$ cat src/owd_consts.vh
`ifndef OWD_CONSTS_VH
`define OWD_CONSTS_VH
`define OWD_WORD_W 13
`define OWD_NUM_WORDS 3
// word 0 fields
`define OWD_W0_NOISE_WIDTH 11
`define OWD_W0_NOISE_REJECT 10
`define OWD_W0_RESET_PIN 9
`define OWD_W0_CYCLE_HI 8
`define OWD_W0_CYCLE_LO 7
`define OWD_W0_WDT_EN 6
`define OWD_W0_OSC_HI 5
`define OWD_W0_OSC_LO 3
`define OWD_W0_PROT_HI 2
`define OWD_W0_PROT_LO 0
// word 1 fields
`define OWD_W1_RC_SRC 12
`define OWD_W1_POWER_MODE 9
`define OWD_W1_TRIM_HI 8
`define OWD_W1_TRIM_LO 4
`define OWD_W1_RC_FREQ_HI 3
`define OWD_W1_RC_FREQ_LO 2
`define OWD_W1_LVR_HI 1
`define OWD_W1_LVR_LO 0
// word 2 fields
`define OWD_W2_SUB_TRIM_HI 12
`define OWD_W2_SUB_TRIM_LO 9
`define OWD_W2_TAG_HI 4
`define OWD_W2_TAG_LO 0
// reset (default) values of the decoded option words
`define OWD_W0_RESET 13'h0000
`define OWD_W1_RESET 13'h0400
`define OWD_W2_RESET 13'h0080
// oscillator modes
`define OWD_OSC_STD_CRYSTAL 3'h0
`define OWD_OSC_FAST_CRYSTAL 3'h1
`define OWD_OSC_LOW_CRYSTAL 3'h2
`define OWD_OSC_CRYSTAL_32K 3'h3
`define OWD_OSC_INT_RC_IO 3'h4
`define OWD_OSC_INT_RC_OUT 3'h5
`define OWD_OSC_EXT_RC_IO 3'h6
`define OWD_OSC_EXT_RC_OD 3'h7
// noise filter widths in oscillator periods
`define OWD_NOISE_LONG 32
`define OWD_NOISE_SHORT 8
// internal rc frequency codes
`define OWD_RC_4M 2'h0
`define OWD_RC_16M 2'h1
`define OWD_RC_8M 2'h2
// fuse array read: cycles allowed for data to settle per word
`define OWD_READ_WAIT 2
`endif

$ cat src/owd_option_word_decoder.v
// Operation
// - three 13-bit option words, not program-accessible
// - noise width: 32 periods at zero, 8 at one
// - filter bypassed in 32 kHz or sleep
// - falling-edge interrupt; filter on when bit zero
// - reset pin select: I/O or active-low reset
// - cycle length 00:4 01:2 10:8 11:16 clocks
// - watchdog enabled only when option bit one
// - three-bit oscillator mode field decode
// - internal RC codes set oscillator pin functions
// - external RC codes set input and outputs
// - protection field: ones enable, zeros disable
// - RC source: option word or runtime register
// - runtime frequency from bank 1 register 8
// - power mode: normal at zero, low at one
// - low-voltage reset off or 2.7/3.5/4.0 V
// - word two top bits trim sub oscillator
// - word two low bits are customer tag
`timescale 1ns/100ps
`include "owd_consts.vh"
module owd_option_word_decoder #(
  parameter WORD_W = `OWD_WORD_W,
  parameter READ_WAIT = `OWD_READ_WAIT
) (
  // clock and reset
  input wire i_clk,
  input wire i_rst_b,
  // fuse array read port
  output wire [1:0] o_fuse_addr,
  output wire o_fuse_rd,
  input wire [WORD_W-1:0] i_fuse_data,
  // core hold
  output wire o_core_hold,
  output wire o_load_done,
  // runtime inputs
  input wire i_sleep,
  input wire [1:0] i_rc_freq_reg,
  // noise filter controls
  output reg o_int_filter_en,
  output reg [5:0] o_int_filter_len,
  // reset pin and core timing
  output reg o_reset_pin_is_reset,
  output reg [4:0] o_cycle_clocks,
  output reg o_wdt_en,
  // oscillator mode and pin functions
  output reg [2:0] o_osc_mode,
  output reg o_osc_pin_first_io,
  output reg o_osc_pin_first_rc_in,
  output reg o_osc_pin_second_io,
  output reg o_osc_pin_second_rc_out,
  output reg o_osc_pin_second_od,
  output reg o_osc_is_rc,
  // protection and power
  output reg o_protect_en,
  output reg o_low_power,
  // internal rc
  output reg o_rc_src_reg,
  output reg [1:0] o_rc_freq,
  output reg [4:0] o_rc_freq_mhz,
  output reg [4:0] o_rc_trim,
  // low voltage reset
  output reg o_lvr_en,
  output reg [1:0] o_lvr_level,
  // sub oscillator and id
  output reg [3:0] o_sub_osc_trim,
  output reg [4:0] o_customer_tag
);
  localparam ST_READ = 3'b001;
  localparam ST_WAIT = 3'b010;
  localparam ST_DONE = 3'b100;

  reg [2:0] state;
  reg [1:0] word_idx;
  reg [1:0] wait_cnt;
  // option storage: flip-flops indexed by word number, no program path
  reg [WORD_W-1:0] opt_word [0:`OWD_NUM_WORDS-1];
  reg [2:0] next_state;
  wire [2:0] osc_f;
  wire [1:0] rc_code;
  // next values of the registered settings
  reg next_filter_en;
  reg [5:0] next_filter_len;
  reg next_reset_pin;
  reg [4:0] next_cycle_clocks;
  reg next_wdt_en;
  reg [2:0] next_osc_mode;
  reg next_first_io;
  reg next_first_rc_in;
  reg next_second_io;
  reg next_second_rc_out;
  reg next_second_od;
  reg next_is_rc;
  reg next_protect_en;
  reg next_low_power;
  reg next_rc_src_reg;
  reg [1:0] next_rc_freq;
  reg [4:0] next_rc_freq_mhz;
  reg [4:0] next_rc_trim;
  reg next_lvr_en;
  reg [1:0] next_lvr_level;
  reg [3:0] next_sub_osc_trim;
  reg [4:0] next_customer_tag;

  assign o_fuse_addr = word_idx;
  assign o_fuse_rd = (state != ST_DONE);
  // core held until every word is latched
  assign o_core_hold = (state != ST_DONE);
  assign o_load_done = (state == ST_DONE);

  always @* begin
    case (state)
      ST_READ: next_state = ST_WAIT;
      ST_WAIT: begin
        if (wait_cnt != READ_WAIT[1:0] - 2'h1) begin
          next_state = ST_WAIT;
        end else if (word_idx == 2'h2) begin
          next_state = ST_DONE;
        end else begin
          next_state = ST_READ;
        end
      end
      ST_DONE: next_state = ST_DONE;
      default: next_state = ST_READ;
    endcase
  end

  // words are only captured in the load sequence after reset
  always @(posedge i_clk) begin
    if (!i_rst_b) begin
      state <= ST_READ;
      word_idx <= 2'h0;
      wait_cnt <= 2'h0;
      opt_word[0] <= `OWD_W0_RESET;
      opt_word[1] <= `OWD_W1_RESET;
      opt_word[2] <= `OWD_W2_RESET;
    end else begin
      state <= next_state;
      if (state == ST_READ) begin
        wait_cnt <= 2'h0;
      end else if (state == ST_WAIT) begin
        wait_cnt <= wait_cnt + 2'h1;
        if (next_state != ST_WAIT) begin
          opt_word[word_idx] <= i_fuse_data;
          if (word_idx != 2'h2) begin
            word_idx <= word_idx + 2'h1;
          end
        end
      end
    end
  end

  assign osc_f = opt_word[0][`OWD_W0_OSC_HI:`OWD_W0_OSC_LO];
  // runtime frequency register bits 7:6 when source bit set
  assign rc_code = opt_word[1][`OWD_W1_RC_SRC] ? i_rc_freq_reg :
    opt_word[1][`OWD_W1_RC_FREQ_HI:`OWD_W1_RC_FREQ_LO];

  // decode registered so outputs stay stable; defaults until each word is latched
  always @(posedge i_clk) begin
    if (!i_rst_b) begin
      o_int_filter_en <= 1'b1;
      o_int_filter_len <= 6'h20;
      o_reset_pin_is_reset <= 1'b0;
      o_cycle_clocks <= 5'h04;
      o_wdt_en <= 1'b0;
      o_osc_mode <= `OWD_OSC_STD_CRYSTAL;
      o_osc_pin_first_io <= 1'b0;
      o_osc_pin_first_rc_in <= 1'b0;
      o_osc_pin_second_io <= 1'b0;
      o_osc_pin_second_rc_out <= 1'b0;
      o_osc_pin_second_od <= 1'b0;
      o_osc_is_rc <= 1'b0;
      o_protect_en <= 1'b0;
      o_low_power <= 1'b0;
      o_rc_src_reg <= 1'b0;
      o_rc_freq <= `OWD_RC_4M;
      o_rc_freq_mhz <= 5'h04;
      o_rc_trim <= 5'h00;
      o_lvr_en <= 1'b0;
      o_lvr_level <= 2'h0;
      o_sub_osc_trim <= 4'h0;
      o_customer_tag <= 5'h00;
    end else begin
      o_int_filter_en <= next_filter_en;
      o_int_filter_len <= next_filter_len;
      o_reset_pin_is_reset <= next_reset_pin;
      o_cycle_clocks <= next_cycle_clocks;
      o_wdt_en <= next_wdt_en;
      o_osc_mode <= next_osc_mode;
      o_osc_pin_first_io <= next_first_io;
      o_osc_pin_first_rc_in <= next_first_rc_in;
      o_osc_pin_second_io <= next_second_io;
      o_osc_pin_second_rc_out <= next_second_rc_out;
      o_osc_pin_second_od <= next_second_od;
      o_osc_is_rc <= next_is_rc;
      o_protect_en <= next_protect_en;
      o_low_power <= next_low_power;
      o_rc_src_reg <= next_rc_src_reg;
      o_rc_freq <= next_rc_freq;
      o_rc_freq_mhz <= next_rc_freq_mhz;
      o_rc_trim <= next_rc_trim;
      o_lvr_en <= next_lvr_en;
      o_lvr_level <= next_lvr_level;
      o_sub_osc_trim <= next_sub_osc_trim;
      o_customer_tag <= next_customer_tag;
    end
  end

  // words are preloaded by reset, so the decode shows the defaults until each word is latched
  always @* begin
    // the sleep input and, with the source bit set, i_rc_freq_reg stay live; everything else is fixed once the words are in
    next_filter_en = !opt_word[0][`OWD_W0_NOISE_REJECT] && !i_sleep &&
      (osc_f != `OWD_OSC_CRYSTAL_32K);
    if (opt_word[0][`OWD_W0_NOISE_WIDTH]) begin
      next_filter_len = 6'd`OWD_NOISE_SHORT;
    end else begin
      next_filter_len = 6'd`OWD_NOISE_LONG;
    end

    // core timing and supervision
    next_reset_pin = opt_word[0][`OWD_W0_RESET_PIN];
    case (opt_word[0][`OWD_W0_CYCLE_HI:`OWD_W0_CYCLE_LO])
      2'h0: next_cycle_clocks = 5'h04;
      2'h1: next_cycle_clocks = 5'h02;
      2'h2: next_cycle_clocks = 5'h08;
      default: next_cycle_clocks = 5'h10;
    endcase
    next_wdt_en = opt_word[0][`OWD_W0_WDT_EN];

    // crystal modes leave both pins to the oscillator
    next_osc_mode = osc_f;
    next_is_rc = osc_f[2];
    case (osc_f)
      `OWD_OSC_INT_RC_IO: begin
        next_first_io = 1'b1;
        next_first_rc_in = 1'b0;
        next_second_io = 1'b1;
        next_second_rc_out = 1'b0;
        next_second_od = 1'b0;
      end
      `OWD_OSC_INT_RC_OUT: begin
        next_first_io = 1'b1;
        next_first_rc_in = 1'b0;
        next_second_io = 1'b0;
        next_second_rc_out = 1'b1;
        next_second_od = 1'b0;
      end
      `OWD_OSC_EXT_RC_IO: begin
        next_first_io = 1'b0;
        next_first_rc_in = 1'b1;
        next_second_io = 1'b1;
        next_second_rc_out = 1'b0;
        next_second_od = 1'b0;
      end
      `OWD_OSC_EXT_RC_OD: begin
        next_first_io = 1'b0;
        next_first_rc_in = 1'b1;
        next_second_io = 1'b0;
        next_second_rc_out = 1'b1;
        next_second_od = 1'b1;
      end
      default: begin
        next_first_io = 1'b0;
        next_first_rc_in = 1'b0;
        next_second_io = 1'b0;
        next_second_rc_out = 1'b0;
        next_second_od = 1'b0;
      end
    endcase

    // protection and power
    // any set protect bit enables protection, the erased-safe reading
    next_protect_en = |opt_word[0][`OWD_W0_PROT_HI:`OWD_W0_PROT_LO];
    next_low_power = opt_word[1][`OWD_W1_POWER_MODE];

    // code 11 has no frequency of its own and falls back to the default
    next_rc_src_reg = opt_word[1][`OWD_W1_RC_SRC];
    next_rc_trim = opt_word[1][`OWD_W1_TRIM_HI:`OWD_W1_TRIM_LO];
    case (rc_code)
      `OWD_RC_16M: begin
        next_rc_freq = `OWD_RC_16M;
        next_rc_freq_mhz = 5'h10;
      end
      `OWD_RC_8M: begin
        next_rc_freq = `OWD_RC_8M;
        next_rc_freq_mhz = 5'h08;
      end
      default: begin
        next_rc_freq = `OWD_RC_4M;
        next_rc_freq_mhz = 5'h04;
      end
    endcase

    // low voltage reset, sub oscillator trim and customer tag
    next_lvr_en = |opt_word[1][`OWD_W1_LVR_HI:`OWD_W1_LVR_LO];
    next_lvr_level = opt_word[1][`OWD_W1_LVR_HI:`OWD_W1_LVR_LO];
    next_sub_osc_trim = opt_word[2][`OWD_W2_SUB_TRIM_HI:`OWD_W2_SUB_TRIM_LO];
    next_customer_tag = opt_word[2][`OWD_W2_TAG_HI:`OWD_W2_TAG_LO];
  end
endmodule

$ cat config.mk
export PLATFORM = sky130hd
export DESIGN_NAME = owd_option_word_decoder
export DESIGN_NICKNAME = d
export VERILOG_FILES = /design/src/owd_option_word_decoder.v
export VERILOG_INCLUDE_DIRS = /design/src
export SDC_FILE = /design/constraint.sdc
export NUM_CORES = 1
export LEC_CHECK = 0
export ABC_AREA = 1
export BUFFER_PORTS_ARGS = -buffer_cell sky130_fd_sc_hd__buf_2
export CELL_PAD_IN_SITES_DETAIL_PLACEMENT = 0
export CELL_PAD_IN_SITES_GLOBAL_PLACEMENT = 1
export CORE_ASPECT_RATIO = 1.75
export CORE_MARGIN = 1
export CORE_UTILIZATION = 42
export CTS_BUF_LIST = sky130_fd_sc_hd__clkbuf_2
export CTS_CLUSTER_SIZE = 28
export DETAILED_ROUTE_END_ITERATION = 8
export GPL_TIMING_DRIVEN = 0
export PLACE_DENSITY = 0.87
export SKIP_CTS_REPAIR_TIMING = 1
export SYNTH_ARGS = -nofsm -noshare
export SYNTH_HDL_FRONTEND = slang
export SYNTH_SLANG_ARGS = --single-unit
$ cat constraint.sdc
create_clock -name i_clk -period 2.4 [get_ports i_clk]
set_input_delay 0.36 -clock i_clk [delete_from_list [all_inputs] [get_ports i_clk]]
set_output_delay 0.36 -clock i_clk [all_outputs]
set_load 0.005 [all_outputs]
==> reports/results.txt, run 1 <==
The logs give 13 for the pin count of the biggest net entering global routing and 73 for the top-level I/O count. In this run the remaining antenna-violating nets after routing total 0. For the count of routing violations after the opening detailed-route iteration, the log shows 50. The first global-routing pass estimated 7690 um of wire. In this run the standard cell core region covers 0.00691 mm^2. The worst hold path belongs to the class in -> reg.

The biggest area consumer among synthesized cells was sky130_fd_sc_hd__edfxtp_1. The floorplan step set the die height to 115 um. Area share of the largest cell type after synthesis: 31.6%. The tools report the CTS buffer count as 9.

The clock share of power was 32.0%; the number of synthesis warnings was 0. The synthesized netlist cell count is 280. The net count of the finished layout is 387. The share of post-route cells with drive strength above 1 was 36.7%. Port buffering added 65 buffers. After synthesis the cells add up to 0.00304 mm^2. The finished layout holds 452 standard cells, fillers aside.

Kind of launch point of the worst setup path: a flip-flop. Yosys attributes the largest share of cell area to sky130_fd_sc_hd__edfxtp_1 32%, sky130_fd_sc_hd__dfxtp_1 31%, sky130_fd_sc_hd__nor3_2 9.9%. The logs give 0 for the number of failing hold endpoints at the final stage and 436 for the number of cells after detailed placement. The combined global-route utilization of all metal layers was 14.4%. The tools report the final weighted congestion in routability-driven placement as 0.795. Across the routed clock network, the largest skew measured is 0.0336 ns. The vias per cell was 4.21; the core occupancy in the finished layout was 52.5%. The cell sitting at the root of the clock tree is a sky130_fd_sc_hd__clkbuf_2. STA classifies the critical path endpoint as a flip-flop. The later-pin clock latency in the skew report was 0.53 ns; the synthesis-to-layout area growth was 19.4%. Across the whole layout, storage elements account for 0.00190 mm^2. The initial antenna violation count was 0; the final clock period utilization by the worst path was 92.3%. The detailed-routing iteration count for the pre-antenna-repair pass was 4. After synthesis the netlist holds a flip-flop and latch count of 79.

The routed wire length came out at 4950 um. For the number of global-route vias before repair, the log shows 1737. The largest registers in the layout are opt_word x32, o_customer_tag x5, o_rc_trim x5. The category of the most critical setup path was reg -> reg.

The run gives 6.9% as the combinational cell fraction of total power. Area of combinational cells with multiple inputs: 781 um^2. The H-tree generated during clock tree synthesis spans 3 levels.

For the pin with the worst max-slew slack, the measured transition is 1.08 ns. The final global-route overflow total is 0, and the total die area is 0.00759 mm^2. Max-slew violation count: 0.

The run gives 0 as the setup violation total in the final timing report. The clock transition time at the flip-flop clock pins of the worst setup and hold paths was 0.22 ns; the routed wire length per instance was 10.9 um. A synthesized cell averages 10.8 um^2. The run finished with clean final reports.

The internal portion of the total power is 0.00185 W. The tools report the worst supply voltage drop on vdd as 0.260 mV. Summed over all failing endpoints, the final setup total negative slack is 0 ns. For the sequential power share, the log shows 61.1%. After layout, the minimum clock period comes to 2.22 ns. In this run the static leakage power is 1.84 nW.

In this run the power spent charging and discharging nets is 0.000533 W. In this run the worst path has a maximum fanout of 10. The initialized floorplan defines 40 standard-cell rows.

After routing the design area is 0.00363 mm^2. Counting the fill cells in the layout gives 654. Measured along the x axis, the die boundary spans 66.3 um. Counting flops with a built-in enable in the synthesized netlist gives 32.

Summing the sequential cell areas from Yosys gives 62.6% of the chip area. The most used flip-flop cell after synthesis is sky130_fd_sc_hd__dfxtp_1. In the routed design, unresolved DRC markers number 0. Net switching is 22.3% of the power. The clock passes through at most 2 buffers. The most flop-heavy register was opt_word. The data arrival time of the critical path is 2.36 ns, and the fraction of registers with async set/reset is 0%. Power spread over the standard cell area amounts to 658 mW/mm^2. Setup repair after global routing left no endpoint under its margin.

The clock sink count was 79. The tools report the fmax as 0.451 GHz. Leaving out fill and tap cells, the most frequent cell in the layout is sky130_fd_sc_hd__buf_2. The placed instances occupy a cell area of 0.00350 mm^2. Flip-flop count of the largest register after layout: 32. The initial utilization of the core area, before any placement, comes to 44.0%.

The required time at the endpoint of the critical path was 2.55 ns. The final route contains 1903 vias. 0 antenna diodes ended up in the layout.

The synthesized netlist contains 21 unique library cells. HPWL after detailed placement: 3820 um. TritonCTS built the clock tree. The library cells used most frequently in the layout, excluding fill and tap cells, are 73 x sky130_fd_sc_hd__buf_2, 59 x sky130_fd_sc_hd__inv_1, 47 x sky130_fd_sc_hd__dfxtp_1. The logs give 0.0877 ns for the worst-case hold slack and 27.5% for the worst slew slack as a fraction of its limit.

Across the run, the number of max-cap violations was 0.
critical path, cell delays in order, from the launching register on:
cell and delay [ns]:
sky130_fd_sc_hd__dfxtp_1 0.40, sky130_fd_sc_hd__inv_1 0.10, sky130_fd_sc_hd__ha_1 0.21, sky130_fd_sc_hd__inv_1 0.07
sky130_fd_sc_hd__buf_2 0.20, sky130_fd_sc_hd__o21ai_0 0.87
synth_stat cells (2+ instances only):
cell type and instances:
sky130_fd_sc_hd__buf_6 3, sky130_fd_sc_hd__nand3b_1 2, sky130_fd_sc_hd__edfxtp_1 32, sky130_fd_sc_hd__nand3_1 3
sky130_fd_sc_hd__a21oi_1 4, sky130_fd_sc_hd__inv_1 59, sky130_fd_sc_hd__ha_1 6, sky130_fd_sc_hd__buf_2 8
sky130_fd_sc_hd__nor3_2 30, sky130_fd_sc_hd__nand4_1 3, sky130_fd_sc_hd__nor2_1 15, sky130_fd_sc_hd__nand2_1 42
sky130_fd_sc_hd__dfxtp_1 47, sky130_fd_sc_hd__buf_4 11, sky130_fd_sc_hd__nor3_1 4, sky130_fd_sc_hd__o21ai_0 6
logic make-up (layout without fill, tap and decap cells):
| logic type | count (synthesis) | count (layout) | share of synthesized area, % |
|---|---|---|---|
| simple gates | 103 | 103 | 20.7 |
| buf+inv | 81 | 163 | 12.4 |
| flops | 79 | 79 | 62.6 |
| compound gates | 10 | 10 | 1.65 |
| fa+ha+maj | 6 | 6 | 2.47 |
| other cells | 1 | 7 | 0.123 |
power by group through the flow:
stage                     sequential [W]  combinational, W  clock (W)
after floorplan                  0.00149         0.0000974          0
final                            0.00146          0.000165   0.000764
after global routing             0.00146          0.000188   0.000825
after CTS                        0.00146          0.000169   0.000778
after detailed placement         0.00149          0.000168          0
after global placement           0.00149          0.000164          0
layer usage:
layer	vias to the layer above	global-route usage [%]	routed length, um
met5	-	0	0
met4	0	7.94	106
met3	8	4.68	249
met2	53	26.5	2750
met1	823	13.4	1840
li1	1019	-	-
final timing paths:
kind                                 startpoint                              to  slack [ns]  cells past startpoint
hold reg to reg   opt_word[0][11]$_SDFFCE_PN0P_  o_int_filter_len[5]$_SDFF_PN1_        0.44                      1
hold / removal                          i_sleep      o_int_filter_en$_SDFF_PN1_        0.09                      4
setup reg to reg    o_fuse_addr[0]$_SDFFE_PN0P_    opt_word[2][2]$_SDFFCE_PN0P_        0.18                      5
setup / recovery    o_fuse_addr[0]$_SDFFE_PN0P_    opt_word[2][2]$_SDFFCE_PN0P_        0.18                      5
through the flow:
stage | total power, W | setup slack (ns)
after floorplan | 0.00159 | 0.327
after global placement | 0.00165 | -0.153
after detailed placement | 0.00166 | 0.0580
after CTS | 0.00241 | 0.0138
after global routing | 0.00248 | 0.00638
final | 0.00239 | 0.184
area by class of cell:
class                   instances  share of cell area, %
well taps                      84                   2.90
repair buffers                 66                   9.18
flip-flops and latches         79                   52.4
clock buffers                  11                   1.52
clock inverters                 5                   2.00
multi-input cells             126                   21.5
plain buffers                  22                   4.31
inverters                      59                   6.11
No activity file was read; power rests on OpenSTA's default activity.
==> inputs of run 2 (changes only) <==
- CORE_UTILIZATION: 42 -> 46
- PLACE_DENSITY: 0.87 -> 0.93
- clock period: 2.4 -> 2.9 ns (I/O delays scaled with it)
==> run 2 against run 1 <==
Compared with the run above: critical path depth is the same; flip-flop and latch count is the same; clock-buffer cell count is the same; register-to-register slack gained 0.50 ns; non-clock buffer count is the same; first-iteration DRC count grew 20%; cell count shrank 0.88%; sequential power shrank 17%.
==> reports/results.txt, run 2 (synthesis results as in run 1) <==
The worst supply voltage drop on vdd was 0.233 mV; the transition time at the pin with the least slew margin was 1.10 ns. For the max-slew violation count, the log shows 0. The final routed DRC violation total was 0.

No sink is reached through more buffers than the 2 on the longest clock path. Fmax: 0.451 GHz. Clock tree synthesis selected as its root buffer the cell sky130_fd_sc_hd__clkbuf_2. Counting flops per register, the top entry is opt_word. Clock tree synthesis inserted a total of 9 buffers. The routed wire length is 5000 um. Vias per cell: 4.23.

The worst hold path begins at i_sleep. The register with the most flip-flops in the layout has 32 of them. The tool flagged a number of max-cap violations equal to 0. The worst hold path was traced through 4 stages. The net count of the finished layout is 387. The number of global-route vias before repair came out at 1718.

After detailed routing, the average wire length per cell comes to 11.2 um. Data on the critical path arrives at its endpoint at 2.36 ns. For the sum of negative setup slack, the log shows 0 ns. The number of input and output port buffers inserted came out at 65.

Entering global routing, the biggest net connects 13 pins. The tools report the reg-to-reg startpoint as o_fuse_addr[0]$_SDFFE_PN0P_. The path class of the tightest hold or removal check is in -> reg. The clock period could shrink to 2.22 ns.

Clock skew on the completed layout was measured at 0.0401 ns. Kind of launch point of the worst setup path: a flip-flop. The number of failing hold endpoints at the final stage is 0.

The final global-route overflow total was 0. The clock transition time at the flip-flop clock pins of the worst setup and hold paths was 0.22 ns; the share of post-route cells with drive strength above 1 was 36.7%. The tools report the combined global-route utilization of all metal layers as 15.9%.

The HPWL after detailed placement was 3870 um. The most common library cell in the layout ignoring fill and taps was sky130_fd_sc_hd__buf_2. The library cells used most frequently in the layout, excluding fill and tap cells, are 73 x sky130_fd_sc_hd__buf_2, 59 x sky130_fd_sc_hd__inv_1, 47 x sky130_fd_sc_hd__dfxtp_1. The initialized floorplan defines 38 standard-cell rows. The first global-routing pass estimated 7910 um of wire.

The run gives 3 as the CTS H-tree depth. The first TritonRoute pass finished after 4 iterations. Clock latency on the worst-skew pair, taken at its later pin, is 0.52 ns. The largest registers in the layout are opt_word x32, o_customer_tag x5, o_rc_trim x5.

Compared with the post-synthesis result, the final layout area differs by 17.6%. For the initial antenna violation count, the log shows 0. In this run the worst setup path begins at o_fuse_addr[0]$_SDFFE_PN0P_.

CTS saw 79 sinks. In this run the worst path has a maximum fanout of 10. 73 I/O pins were placed.

Of the available clock period, the critical path in the final layout requires 76.4%. TritonCTS built the clock tree. The run gives 26.1% as the worst slew slack as a fraction of its limit.

Category of the most critical setup path: reg -> reg. The flow ran to the end, and the final reports show no timing, DRC or antenna violations. The filler cells instantiated in the layout total 577. In this run the standard cell core region covers 0.00628 mm^2. The detailed router placed 1895 vias in this run. The number of standard cells in the final layout excluding fillers is 448. For the worst setup path, the data required time is 3.04 ns.

The final weighted congestion in routability-driven placement came out at 0.810. The horizontal die dimension is 63.4 um. STA classifies the critical path endpoint as a flip-flop. The number of cells on the worst reg-to-reg path was 5.

Once placement completed, the tool counted placed cells totaling 432. The number of antenna diodes in the final layout is 0. The setup violation total in the final timing report was 0; the setup slack on the worst flop-to-flop path was 0.68 ns. Setup repair after global routing left no endpoint under its margin. For this design the static power due to leakage is 1.81 nW. For the total die area, the log shows 0.00695 mm^2. The count of routing violations after the opening detailed-route iteration is 60, and the remaining antenna violation count after routing is 0.

For this configuration, the core starts out at a cell density of 48.4%. For this design the ratio of total power to cell area is 503 mW/mm^2. Floorplan die height: 110 um. The endpoint of the worst hold-timing path is o_int_filter_en$_SDFF_PN1_. The endpoint identified for the worst register-to-register timing path is opt_word[2][1]$_SDFFCE_PN0P_.
-- run 2: changes by cell type in the layout (fill, tap and decap cells not counted), sizes merged --
cell      previous run  this run
clkinv               3         4
clkinvlp             0         1
bufinv               2         0
-- run 2: cell type report --
cell class                 instances  area (um^2)  share of cell area [%]
multi-input combinational        126          781                    21.8
clock inverter                     5         25.0                   0.700
sequential                        79         1900                    53.2
tap                               80          100                    2.80
clock buffer                      11         55.1                    1.54
inverter                          59          221                    6.20
timing repair buffer              66          333                    9.31
buffer                            22          156                    4.38
-- run 2: per-stage QoR --
stage	area, um^2	hold slack, ns	worst slack [ns]	power, W	utilization, %
2_1_floorplan	3060	0.406	0.827	0.00131	-
3_3_place_gp	3490	0.416	0.368	0.00137	55.5
3_5_place_dp	3490	0.418	0.534	0.00137	55.7
4_1_cts	3570	0.148	0.486	0.00181	56.9
5_1_grt	3570	0.120	0.527	0.00188	56.9
6_report	3570	0.160	0.684	0.00180	56.9
-- run 2: where the power goes --
part,internal [W],total [W],switching [W]
sequential,0.00119,0.00121,0.0000129
combinational,0.0000538,0.000138,0.0000841
clock,0.000111,0.000452,0.000341
-- run 2: worst max-delay path, stage by stage, from the launching register on --
cell and delay, ns:
sky130_fd_sc_hd__dfxtp_1 0.40, sky130_fd_sc_hd__inv_1 0.09, sky130_fd_sc_hd__ha_1 0.20, sky130_fd_sc_hd__inv_1 0.06, sky130_fd_sc_hd__buf_2 0.19, sky130_fd_sc_hd__o21ai_0 0.88
-- run 2: how the worst max path moves through the flow --
| stage | slack, ns | endpoint |
|---|---|---|
| 2_1_floorplan | 0.83 | opt_word[0][0]$_SDFFCE_PN0P_ |
| 3_3_place_gp | 0.37 | opt_word[0][7]$_SDFFCE_PN0P_ |
| 3_5_place_dp | 0.53 | opt_word[1][7]$_SDFFCE_PN0P_ |
| 4_1_cts | 0.49 | opt_word[1][12]$_SDFFCE_PN0P_ |
| 5_1_grt | 0.53 | opt_word[2][1]$_SDFFCE_PN0P_ |
| 6_report | 0.68 | opt_word[2][1]$_SDFFCE_PN0P_ |
-- run 2: per-layer routing --
| metal | track usage, % | wire length, um |
|---|---|---|
| met4 | 9.25 | 114 |
| met2 | 29.9 | 2760 |
| met1 | 15.3 | 1920 |
| met3 | 4.05 | 211 |
| met5 | 0 | 0 |
